[config.mk]
export PLATFORM = sky130hd
export DESIGN_NAME = adc_bus_control_interface
export DESIGN_NICKNAME = d
export VERILOG_FILES = /design/src/adc_ctrl_pkg.sv /design/src/adc_bus_control_interface.sv /design/src/adc_code_map.sv
export SDC_FILE = /design/constraint.sdc
export NUM_CORES = 1
export LEC_CHECK = 0
export BUFFER_PORTS_ARGS = -buffer_cell sky130_fd_sc_hd__buf_2
export CAP_MARGIN = 10
export CORE_UTILIZATION = 50
export CTS_BUF_LIST = sky130_fd_sc_hd__clkbuf_8
export CTS_CLUSTER_SIZE = 30
export DETAILED_ROUTE_END_ITERATION = 10
export GPL_TIMING_DRIVEN = 0
export PLACE_DENSITY = 0.83
export SLEW_MARGIN = 40
export SYNTH_ARGS = -nofsm -noshare
export SYNTH_HDL_FRONTEND = slang
export SYNTH_SLANG_ARGS = --single-unit
[constraint.sdc]
create_clock -name ref_clk -period 2.8 [get_ports ref_clk]
set_clock_uncertainty 0.05 [all_clocks]
set_input_delay 0.14 -clock ref_clk [delete_from_list [all_inputs] [get_ports ref_clk]]
set_output_delay 0.14 -clock ref_clk [all_outputs]
set_load 0.1 [all_outputs]
[src/adc_ctrl_pkg.sv]
// Package: shared types and constants of the converter control block.
// Assumes a single 20 MHz clock; no bus, all controls are plain ports.
`default_nettype none
package adc_ctrl_pkg;
  localparam int unsigned CLK_PERIOD_NS = 50;
  localparam int unsigned CONV_TIME_NS  = 10000;
  // Longest conversion time, rounded down to whole cycles
  localparam int unsigned CONV_CYCLES   = CONV_TIME_NS / CLK_PERIOD_NS;
  localparam logic [8:0]  CONV_CNT_INIT = 9'(CONV_CYCLES - 1);
  localparam logic [7:0]  RESULT_RESET  = 8'h00;
  localparam logic [7:0]  CODE_MSB      = 8'h80;
  localparam logic [9:0]  SPAN_MAX      = 10'h0ff;

  // Host control pins, sampled as synchronous
  typedef struct packed {
    logic rw;
    logic cs_n;
    logic ce_n;
  } host_ctrl_t;

  // Static format pins
  typedef struct packed {
    logic polarity_select;
    logic format_twos;
  } fmt_sel_t;

  typedef enum logic [1:0] {UNI_STRAIGHT, BIP_OFFSET, UNI_TWOS, BIP_TWOS} fmt_mode_t;
endpackage : adc_ctrl_pkg
`default_nettype wire

[src/adc_bus_control_interface.sv]
// Converter control: start/read decode, busy status and three-state result bus.
// Assumes host pins synchronous to ref_clk and a sampled analog value.
// Notes on behaviour
// - Converting: bus off, status high, pins ignored
// - Write with both selects low starts conversion
// - Idle read with selects low drives result
// - Any select high: nothing happens, bus off
// - Status high busy, low when idle selected
// - Format pin alone chooses output coding; polarity pin has no effect
// - Out-of-span input holds the extreme code
// - Eight-bit bus, bit 0 least significant
`default_nettype none
module adc_bus_control_interface (
  input  wire logic                    ref_clk,
  input  wire logic                    reset,
  input  wire adc_ctrl_pkg::host_ctrl_t host,
  input  wire adc_ctrl_pkg::fmt_sel_t   fmt,
  input  wire logic signed [9:0]       sample,
  output logic [7:0]                   result_out,
  output logic [7:0]                   result_oe,
  output logic                         status
);
  typedef enum logic {IDLE, CONVERT} conv_state_t;
  conv_state_t state_r, state_nxt;
  logic [8:0]  cnt_r, cnt_nxt;
  logic [7:0]  result_r, result_nxt;
  logic [7:0]  code;
  logic        selected, start, rd;
  logic        conv_done;
  logic [8:0]  busy_cnt_r, busy_cnt_nxt;

  // Shared by the decode and by the checks below
  function automatic logic both_selected(input adc_ctrl_pkg::host_ctrl_t h);
    return !h.cs_n && !h.ce_n;
  endfunction

  function automatic logic above_span(input logic signed [9:0] s);
    return s > $signed(adc_ctrl_pkg::SPAN_MAX);
  endfunction

  function automatic logic below_span(input logic signed [9:0] s);
    return s < 10'sd0;
  endfunction

  adc_code_map u_map (
    .ref_clk (ref_clk),
    .reset   (reset),
    .sample  (sample),
    .fmt     (fmt),
    .code    (code)
  );

  assign selected  = both_selected(host);
  assign start     = selected && !host.rw;
  assign rd        = selected && host.rw;
  assign conv_done = (state_r == CONVERT) && (cnt_r == 9'h000);

  always_comb begin
    state_nxt  = state_r;
    cnt_nxt    = cnt_r;
    result_nxt = result_r;
    case (state_r)
      IDLE: begin
        if (start) begin
          state_nxt = CONVERT;
          cnt_nxt   = adc_ctrl_pkg::CONV_CNT_INIT;
        end
      end
      CONVERT: begin
        // Pins ignored here; a second start cannot retrigger
        if (conv_done) begin
          state_nxt  = IDLE;
          result_nxt = code;
        end else begin
          cnt_nxt = cnt_r - 9'h001;
        end
      end
      default: state_nxt = IDLE;
    endcase
  end

  always_ff @(posedge ref_clk) begin
    if (reset) begin
      state_r  <= IDLE;
      cnt_r    <= 9'h000;
      result_r <= adc_ctrl_pkg::RESULT_RESET;
    end else begin
      state_r  <= state_nxt;
      cnt_r    <= cnt_nxt;
      result_r <= result_nxt;
    end
  end

  // Check-only busy counter, kept apart from cnt_r so the length check is real
  always_comb begin
    busy_cnt_nxt = 9'h000;
    if (status) begin
      busy_cnt_nxt = busy_cnt_r + 9'h001;
    end
  end

  always_ff @(posedge ref_clk) begin
    if (reset) begin
      busy_cnt_r <= 9'h000;
    end else begin
      busy_cnt_r <= busy_cnt_nxt;
    end
  end

  // Busy shown as high; deselected idle reads low, which is allowed
  assign status     = (state_r == CONVERT);
  assign result_out = result_r;
  // Drive only on an idle selected read
  assign result_oe  = {8{rd && state_r == IDLE}};

  a_busy_float: assert property (
    @(posedge ref_clk) disable iff (reset)
    status |-> result_oe == 8'h00)
    else $error("bus driven during conversion");

  a_start_busy: assert property (
    @(posedge ref_clk) disable iff (reset)
    (start && !status) |=> status[*8])
    else $error("start did not raise status");

  a_conv_len: assert property (
    @(posedge ref_clk) disable iff (reset)
    (status && busy_cnt_r == adc_ctrl_pkg::CONV_CNT_INIT) |=> !status)
    else $error("conversion ran past its length");

  a_conv_hold: assert property (
    @(posedge ref_clk) disable iff (reset)
    (status && busy_cnt_r != adc_ctrl_pkg::CONV_CNT_INIT) |=> status)
    else $error("conversion ended early");

  a_cnt_range: assert property (
    @(posedge ref_clk) disable iff (reset)
    status |-> cnt_r <= adc_ctrl_pkg::CONV_CNT_INIT)
    else $error("conversion counter out of range");

  a_cnt_load: assert property (
    @(posedge ref_clk) disable iff (reset)
    (start && !status) |=> cnt_r == adc_ctrl_pkg::CONV_CNT_INIT)
    else $error("conversion counter not loaded on start");

  a_write_float: assert property (
    @(posedge ref_clk) disable iff (reset)
    start |-> result_oe == 8'h00)
    else $error("bus driven during a start");

  a_read_drive: assert property (
    @(posedge ref_clk) disable iff (reset)
    (rd && !status) |-> result_oe == 8'hff && result_out == result_r)
    else $error("idle read did not drive result");

  a_read_noop: assert property (
    @(posedge ref_clk) disable iff (reset)
    (rd && !status) |=> !status)
    else $error("read started a conversion");

  a_oe_read_only: assert property (
    @(posedge ref_clk) disable iff (reset)
    (result_oe == 8'hff) |-> (rd && !status))
    else $error("bus driven outside an idle read");

  a_oe_whole: assert property (
    @(posedge ref_clk) disable iff (reset)
    (result_oe == 8'h00 || result_oe == 8'hff))
    else $error("bus enables split across bits");

  a_desel_float: assert property (
    @(posedge ref_clk) disable iff (reset)
    !both_selected(host) |-> result_oe == 8'h00)
    else $error("bus driven while deselected");

  a_desel_noop: assert property (
    @(posedge ref_clk) disable iff (reset)
    (!status && !both_selected(host)) |=> !status)
    else $error("conversion started while deselected");

  a_status_idle: assert property (
    @(posedge ref_clk) disable iff (reset)
    (selected && state_r == IDLE) |-> !status)
    else $error("status high while idle and selected");

  a_reset_idle: assert property (
    @(posedge ref_clk)
    reset |=> (!status && result_out == adc_ctrl_pkg::RESULT_RESET))
    else $error("reset did not return to idle");

  a_result_load: assert property (
    @(posedge ref_clk) disable iff (reset)
    conv_done |=> result_r == $past(code))
    else $error("result not captured at end of conversion");

  a_result_hold: assert property (
    @(posedge ref_clk) disable iff (reset)
    !conv_done |=> $stable(result_out))
    else $error("result changed outside end of conversion");

  a_sat_top: assert property (
    @(posedge ref_clk) disable iff (reset)
    (conv_done && above_span(sample) && !fmt.format_twos) |=> result_out == 8'hff)
    else $error("straight result did not hold top code");

  a_sat_bottom: assert property (
    @(posedge ref_clk) disable iff (reset)
    (conv_done && below_span(sample) && !fmt.format_twos) |=> result_out == 8'h00)
    else $error("straight result did not hold bottom code");

  a_sat_top_twos: assert property (
    @(posedge ref_clk) disable iff (reset)
    (conv_done && above_span(sample) && fmt.format_twos) |=> result_out == 8'h7f)
    else $error("two's complement result did not hold top code");

  a_sat_bottom_twos: assert property (
    @(posedge ref_clk) disable iff (reset)
    (conv_done && below_span(sample) && fmt.format_twos)
      |=> result_out == adc_ctrl_pkg::CODE_MSB)
    else $error("two's complement result did not hold bottom code");

  a_twos_full: assert property (
    @(posedge ref_clk) disable iff (reset)
    (conv_done && fmt.format_twos && sample == $signed(adc_ctrl_pkg::SPAN_MAX))
      |=> result_out == 8'h7f)
    else $error("two's complement full scale code wrong");
endmodule // adc_bus_control_interface
`default_nettype wire

[src/adc_code_map.sv]
// Code mapper: saturates the raw sample and applies the output format.
// Assumes the sample is a signed count relative to the bottom of the span.
`default_nettype none
module adc_code_map (
  input  wire logic                  ref_clk,
  input  wire logic                  reset,
  input  wire logic signed [9:0]     sample,
  input  wire adc_ctrl_pkg::fmt_sel_t fmt,
  output logic [7:0]                 code
);
  logic [7:0] sat;
  // Out-of-span input pins to the end code, never wraps
  always_comb begin
    if (sample < 10'sd0) begin
      sat = 8'h00;
    end else if (sample > $signed(adc_ctrl_pkg::SPAN_MAX)) begin
      sat = 8'hff;
    end else begin
      sat = sample[7:0];
    end
  end

  // Straight/offset in, MSB flip gives two's complement
  always_comb begin
    case (adc_ctrl_pkg::fmt_mode_t'({fmt.format_twos, fmt.polarity_select}))
      adc_ctrl_pkg::UNI_STRAIGHT: code = sat;
      adc_ctrl_pkg::BIP_OFFSET:   code = sat;
      adc_ctrl_pkg::UNI_TWOS:     code = sat ^ adc_ctrl_pkg::CODE_MSB;
      adc_ctrl_pkg::BIP_TWOS:     code = sat ^ adc_ctrl_pkg::CODE_MSB;
      default:                    code = sat;
    endcase
  end

  a_sat_high: assert property (
    @(posedge ref_clk) disable iff (reset)
    (sample > $signed(adc_ctrl_pkg::SPAN_MAX) && !fmt.format_twos) |-> code == 8'hff)
    else $error("over-range input did not saturate high");
  a_sat_low: assert property (
    @(posedge ref_clk) disable iff (reset)
    (sample < 10'sd0 && fmt.format_twos) |-> code == 8'h80)
    else $error("under-range input did not saturate low");
  a_twos_map: assert property (
    @(posedge ref_clk) disable iff (reset)
    (fmt.format_twos && sample == 10'sd128) |-> code == 8'h00)
    else $error("two's complement midscale wrong");
endmodule // adc_code_map
`default_nettype wire

# Yosys cells after proc, flatten, opt, wreduce, memory -nomap -nowiden
# Cells that the tools add are included.
# op_classes
n_addsub,1
n_lt_le_gt_ge,2
eq_ne,5
mux,9
bitwise_logic,2
reduce_logical,14
# op_table
operator,count
$mux W9,2
$pmux W9 S2,1
$mux W8,2
$pmux W8 S2,1
$gt A10 B9 Y1 const B,1
$lt A10 B1 Y1 const B,1
$logic_not A9 Y1,1
$sub A9 B1 Y9 const B,1
$logic_and A1 B1 Y1,5
$eq A2 B2 Y1 const B,2
$ne A2 B2 Y1 const B,2
$reduce_and A2 Y1,2
$reduce_or A2 Y1,2
$logic_not A1 Y1,3
$eq A2 B1 Y1 const B,1
$logic_not A2 Y1,1
$mux W1,2
$not A1 Y1,2
$pmux W1 S2,1
# word_totals
reg_bits,18
inputBits,17
output_inout_bits,17
elab_cells,36

# Longest topological paths before layout
# depth
word_depth,5
depth_mapped,8
mapped_depth_nobuf,6

# Hierarchy
# From an unflattened synthesis, not the netlist that was laid out.
# unflattened
cells_unflattened,116
hier_area_um2,992.2
# by_module_without_submodules
mod,n_inst,cells_each,area_per_inst_um2
adc_bus_control_interface,1,98,882.1
adc_code_map,1,18,110.1

# Worst setup path before layout
# OpenSTA, ideal clock, no wires.
# synth_timing
kind,register to output
start,"register state_r, in the netlist status"
end,output result_oe[1]
t_arrival_ns,5.346
t_required_ns,2.610
slack_ns,-2.736
path_stages_with_launch,4
path_buffers,2
path_cell_list,dfxtp_1 -> clkbuf_1 -> nor4b_1 -> buf_4
# synth_between
elab_chain_cells,2
# synth_rtl
element,line,source
from (decl),adc_bus_control_interface.sv:24,"conv_state_t state_r, state_nxt;"
from (signal assigned),adc_bus_control_interface.sv:88,state_r <= state_nxt;
$not A1 Y1,n/a,
$logic_and A1 B1 Y1,adc_bus_control_interface.sv:114,assign result_oe = {8{rd && state_r == IDLE}};
to (decl),adc_bus_control_interface.sv:20,"output logic [7:0] result_oe,"
# Every way passes these cells.

# Final worst setup path
# layout_timing
start,register cnt_r[0]
end,register cnt_r[0]
# layout_between
elab_chain_cells,4
elab_cells_between_ends,7
classes_between,add/sub: 1; eq/ne: 1; mux: 2; reduce/logical: 3
# layout_rtl
element,line,source
from (decl),adc_bus_control_interface.sv:25,"logic [8:0] cnt_r, cnt_nxt;"
from (signal assigned),adc_bus_control_interface.sv:89,cnt_r <= cnt_nxt;
"parallel branches: the longest is 4 deep, another holds $sub A9 B1 Y9",n/a,
# Several ways; the timed one is not identified. The select of a mux whose other input is x is not followed.
# A chain may end at the register's enable or synchronous reset.

==> key figures <==
Outcome
  – Status: finished, final reports clean

Synthesis
  – Synth Area in XOR/XNOR: 0.9722%
  – Post-synthesis net count: 128
  – Avg Inst Size Synth: 8.190 um^2
  – Post-synthesis simple-gate area fraction: 28.06%
  – Unique cell type count in the Yosys netlist: 28
  – Yosys reg bits: 18
  – Largest family of logic cells by synthesized area: simple AND/OR/NAND/NOR gates
  – Area share of fa/ha/maj cells after synthesis: 1.389%
  – Proportion of synthesized area in mux cells: 2.222%
  – Cells after Synth: 110
  – Yosys warns: 0
  – Synthesized area: 900.9 um^2
  – Seq/Total Area, Yosys: 40.00%
  – Compound-cell area share of the yosys netlist: 16.11%

Finish
  – Design area: 0.001152 mm^2
  – Proportion of layout cells with a drive suffix above 1: 32.64%
  – Antenna diode count: 0
  – Final Non-Filler Cells: 168
  – P&R area growth vs syn: 27.92%
  – Final #Nets: 163
  – Fillers: 130
  – Layout Utilization: 72.29%

Drt
  – DR WL/cell: 10.64 um
  – Drt pass-1 iters: 4
  – Routed WL: 1.787 mm
  – Vias: 848
  – Residual DRC count: 0
  – Via density: 5.048
  – Detailed Route Iter0 Violations: 8
  – Post-route ant nets: 0

Run
  – Maxcap violations: 0

Worst setup path
  – Worst path top cell family by delay: simple AND/OR/NAND/NOR gates
  – Arr. time, crit path: 2370 ps
  – Worst reg2reg startpoint: cnt_r[0]
  – Reg2reg end: cnt_r[0]
  – Setup crit end: cnt_r[0]
  – R2R setup slack: 530 ps
  – CP Buf/Inv Count: 3
  – Sequence of cells on the critical path: inv_1, ha_1, or3b_2, or3_1, clkbuf_2, buf_2, a311oi_1
  – R2R cell count: 7
  – Crit. path cell count: 7
  – Crit path from: cnt_r[0]
  – Slowest CP cell: or3b_2
  – Critical setup path kind: reg -> reg
  – CP Max Fanout: 10
  – Type of origin of the critical path: register
  – Worst path required time: 2900 ps
  – Crit-path max cell delay: 500 ps
  – Setup crit end kind: register

Global routing
  – Gr ovfl total: 0
  – Global Route Usage Sum: 17.99%
  – Vias in the first global route: 705
  – Largest net degree at the start of global routing: 11
  – Initial antenna violation count: 0
  – First-pass GRT wire length: 2.773 mm

Timing
  – Max Slew Vio Count: 0
  – Final min period: 2271 ps
  – Final Hold Vio Count: 0
  – Peak Freq: 440.4 MHz
  – Total Neg Setup Slack: 0 ps
  – Final Setup Violations: 0
  – Relative slew margins: 67.69%
  – Unrepaired setup endpoints after global routing: false
  – Period utilization: 81.10%
  – Worst-margin pin slew: 488.1 ps

Clock network
  – H-tree levels: 1
  – Worst skew pair latency: 250 ps
  – CTS buffer count: 3
  – Num Clock Sinks: 18
  – Root Buffer: clkbuf_8
  – CTS tree: built
  – CTS Buffer Depth: 2
  – Worst-path clk slew: 70 ps
  – CTS Hold Bufs: 0
  – Resize count post-CTS: 0
  – Setup bufs post-CTS: 0

Floorplan
  – Die Ht: 44.45 um
  – Core Region: 0.001594 mm^2
  – Std cell rows: 14
  – DIE AREA: 0.001975 mm^2
  – Initial cell density of the core: 56.51%
  – Die width: 44.45 um
  – IO Count: 34

Placed design
  – Placed cell count: 164
  – I/O Buffers: 30
  – Detailed Place HPWL: 1.401 mm
  – Placed inst area: 0.001097 mm^2
  – Routability cong.: 0.7678

Min path
  – Tightest Hold Check Type: in -> reg

Power and ir drop
  – Static Leakage: 0.5205 nW
  – PD cells: 584.5 mW/mm^2
  – Worst vdd ir: 397.0 uV
-- how the worst min path moves through the flow --
stage / from / end / cells past startpoint
final: sample[9] / result_out[6] / 3
after global routing: sample[9] / result_out[6] / 3
after CTS: sample[9] / result_out[6] / 3
after detailed placement: result_out[4] / result_out[4] / 2
after global placement: result_out[4] / result_out[4] / 2
after floorplan: sample[9] / result_out[0] / 2
-- registers in the layout, summed over array words and instances (netlist names) --
signal	cells
cnt_r	9
result_out	8
status	1
-- logic make-up after synthesis --
family	count (synthesis)
compound gates	22
xor+xnor	1
fa+ha+maj	1
buf+inv	19
flops	18
mux	2
simple gates	47
-- power breakdown --
group          internal (W)  switching, W  total, W
clock              0.000125     0.0000811  0.000206
sequential         0.000272     0.0000111  0.000283
combinational     0.0000577      0.000127  0.000184
total              0.000455      0.000219  0.000674
-- layer usage --
layer	vias to the layer above	part of all wire [%]	GRT usage (%)
met2	26	48	33.53
met1	367	48	22.56
met4	0	0	3.636
met5	-	0	0
li1	455	-	-
met3	0	4.3	1.224
-- cell type report --
cell class / instances / area [um^2] / area share [%]
clock buffers: 4 / 55.05 / 4.777
flip-flops and latches: 18 / 361.6 / 31.38
inverters: 4 / 15.01 / 1.303
repair buffers: 30 / 150.1 / 13.03
multi-input cells: 73 / 454.2 / 39.41
plain buffers: 15 / 86.33 / 7.492
well taps: 24 / 30.03 / 2.606
-- layout by cell type (no fill, tap or decap), types with 2 or more instances in the layout --
| master | n |
|---|---|
| a311oi_1 | 2 |
| or4_1 | 5 |
| a31oi_1 | 3 |
| o31ai_1 | 3 |
| nor3_1 | 2 |
| clkbuf_1 | 4 |
| a21boi_0 | 2 |
| buf_2 | 32 |
| nor2_1 | 12 |
| or3_1 | 12 |
| dfxtp_1 | 17 |
| inv_1 | 4 |
| nand2_1 | 9 |
| clkbuf_8 | 4 |
| o21ai_0 | 2 |
| buf_4 | 7 |
| a21oi_1 | 7 |
| nand2b_1 | 3 |
| mux2i_1 | 2 |
-- synthesized netlist by cell type --
cell type	count	area share [%]
a311oi_1	2	1.9
o31ai_1	3	2.5
o32ai_1	1	0.97
o21ai_0	2	1.1
or3_1	12	8.3
buf_1	1	0.42
clkbuf_2	1	0.56
or3b_2	1	0.97
o21bai_1	1	0.83
nand2_1	9	3.7
mux2i_1	2	2.2
buf_2	2	1.1
ha_1	1	1.4
inv_1	4	1.7
clkbuf_1	4	1.7
nor2_1	12	5.0
nor4b_1	2	1.9
nand2b_1	3	2.1
a21boi_0	2	1.7
xnor2_1	1	0.97
o32a_1	1	1.1
a21oi_1	7	3.9
a31oi_1	3	2.1
or4_1	5	4.2
nor4_1	1	0.69
dfxtp_1	18	40
buf_4	7	5.8
nor3_1	2	1.1
-- through the flow --
stage	setup slack [ps]	hold slack [ps]	total power [W]
6_report	529.3	199.4	0.0006736
5_1_grt	427.9	210.6	0.0007005
4_1_cts	528.2	197.0	0.0006776
3_5_place_dp	548.0	396.5	0.0004732
3_3_place_gp	629.0	387.4	0.0004670
2_1_floorplan	182.3	272.5	0.0004351
-- worst register-to-register path, stage by stage, from the launching register on --
cell and delay (ps):
dfxtp_1 330, inv_1 60, ha_1 180, or3b_2 500, or3_1 380, clkbuf_2 160, buf_2 200, a311oi_1 310
Power figures use the tool's default switching activity.
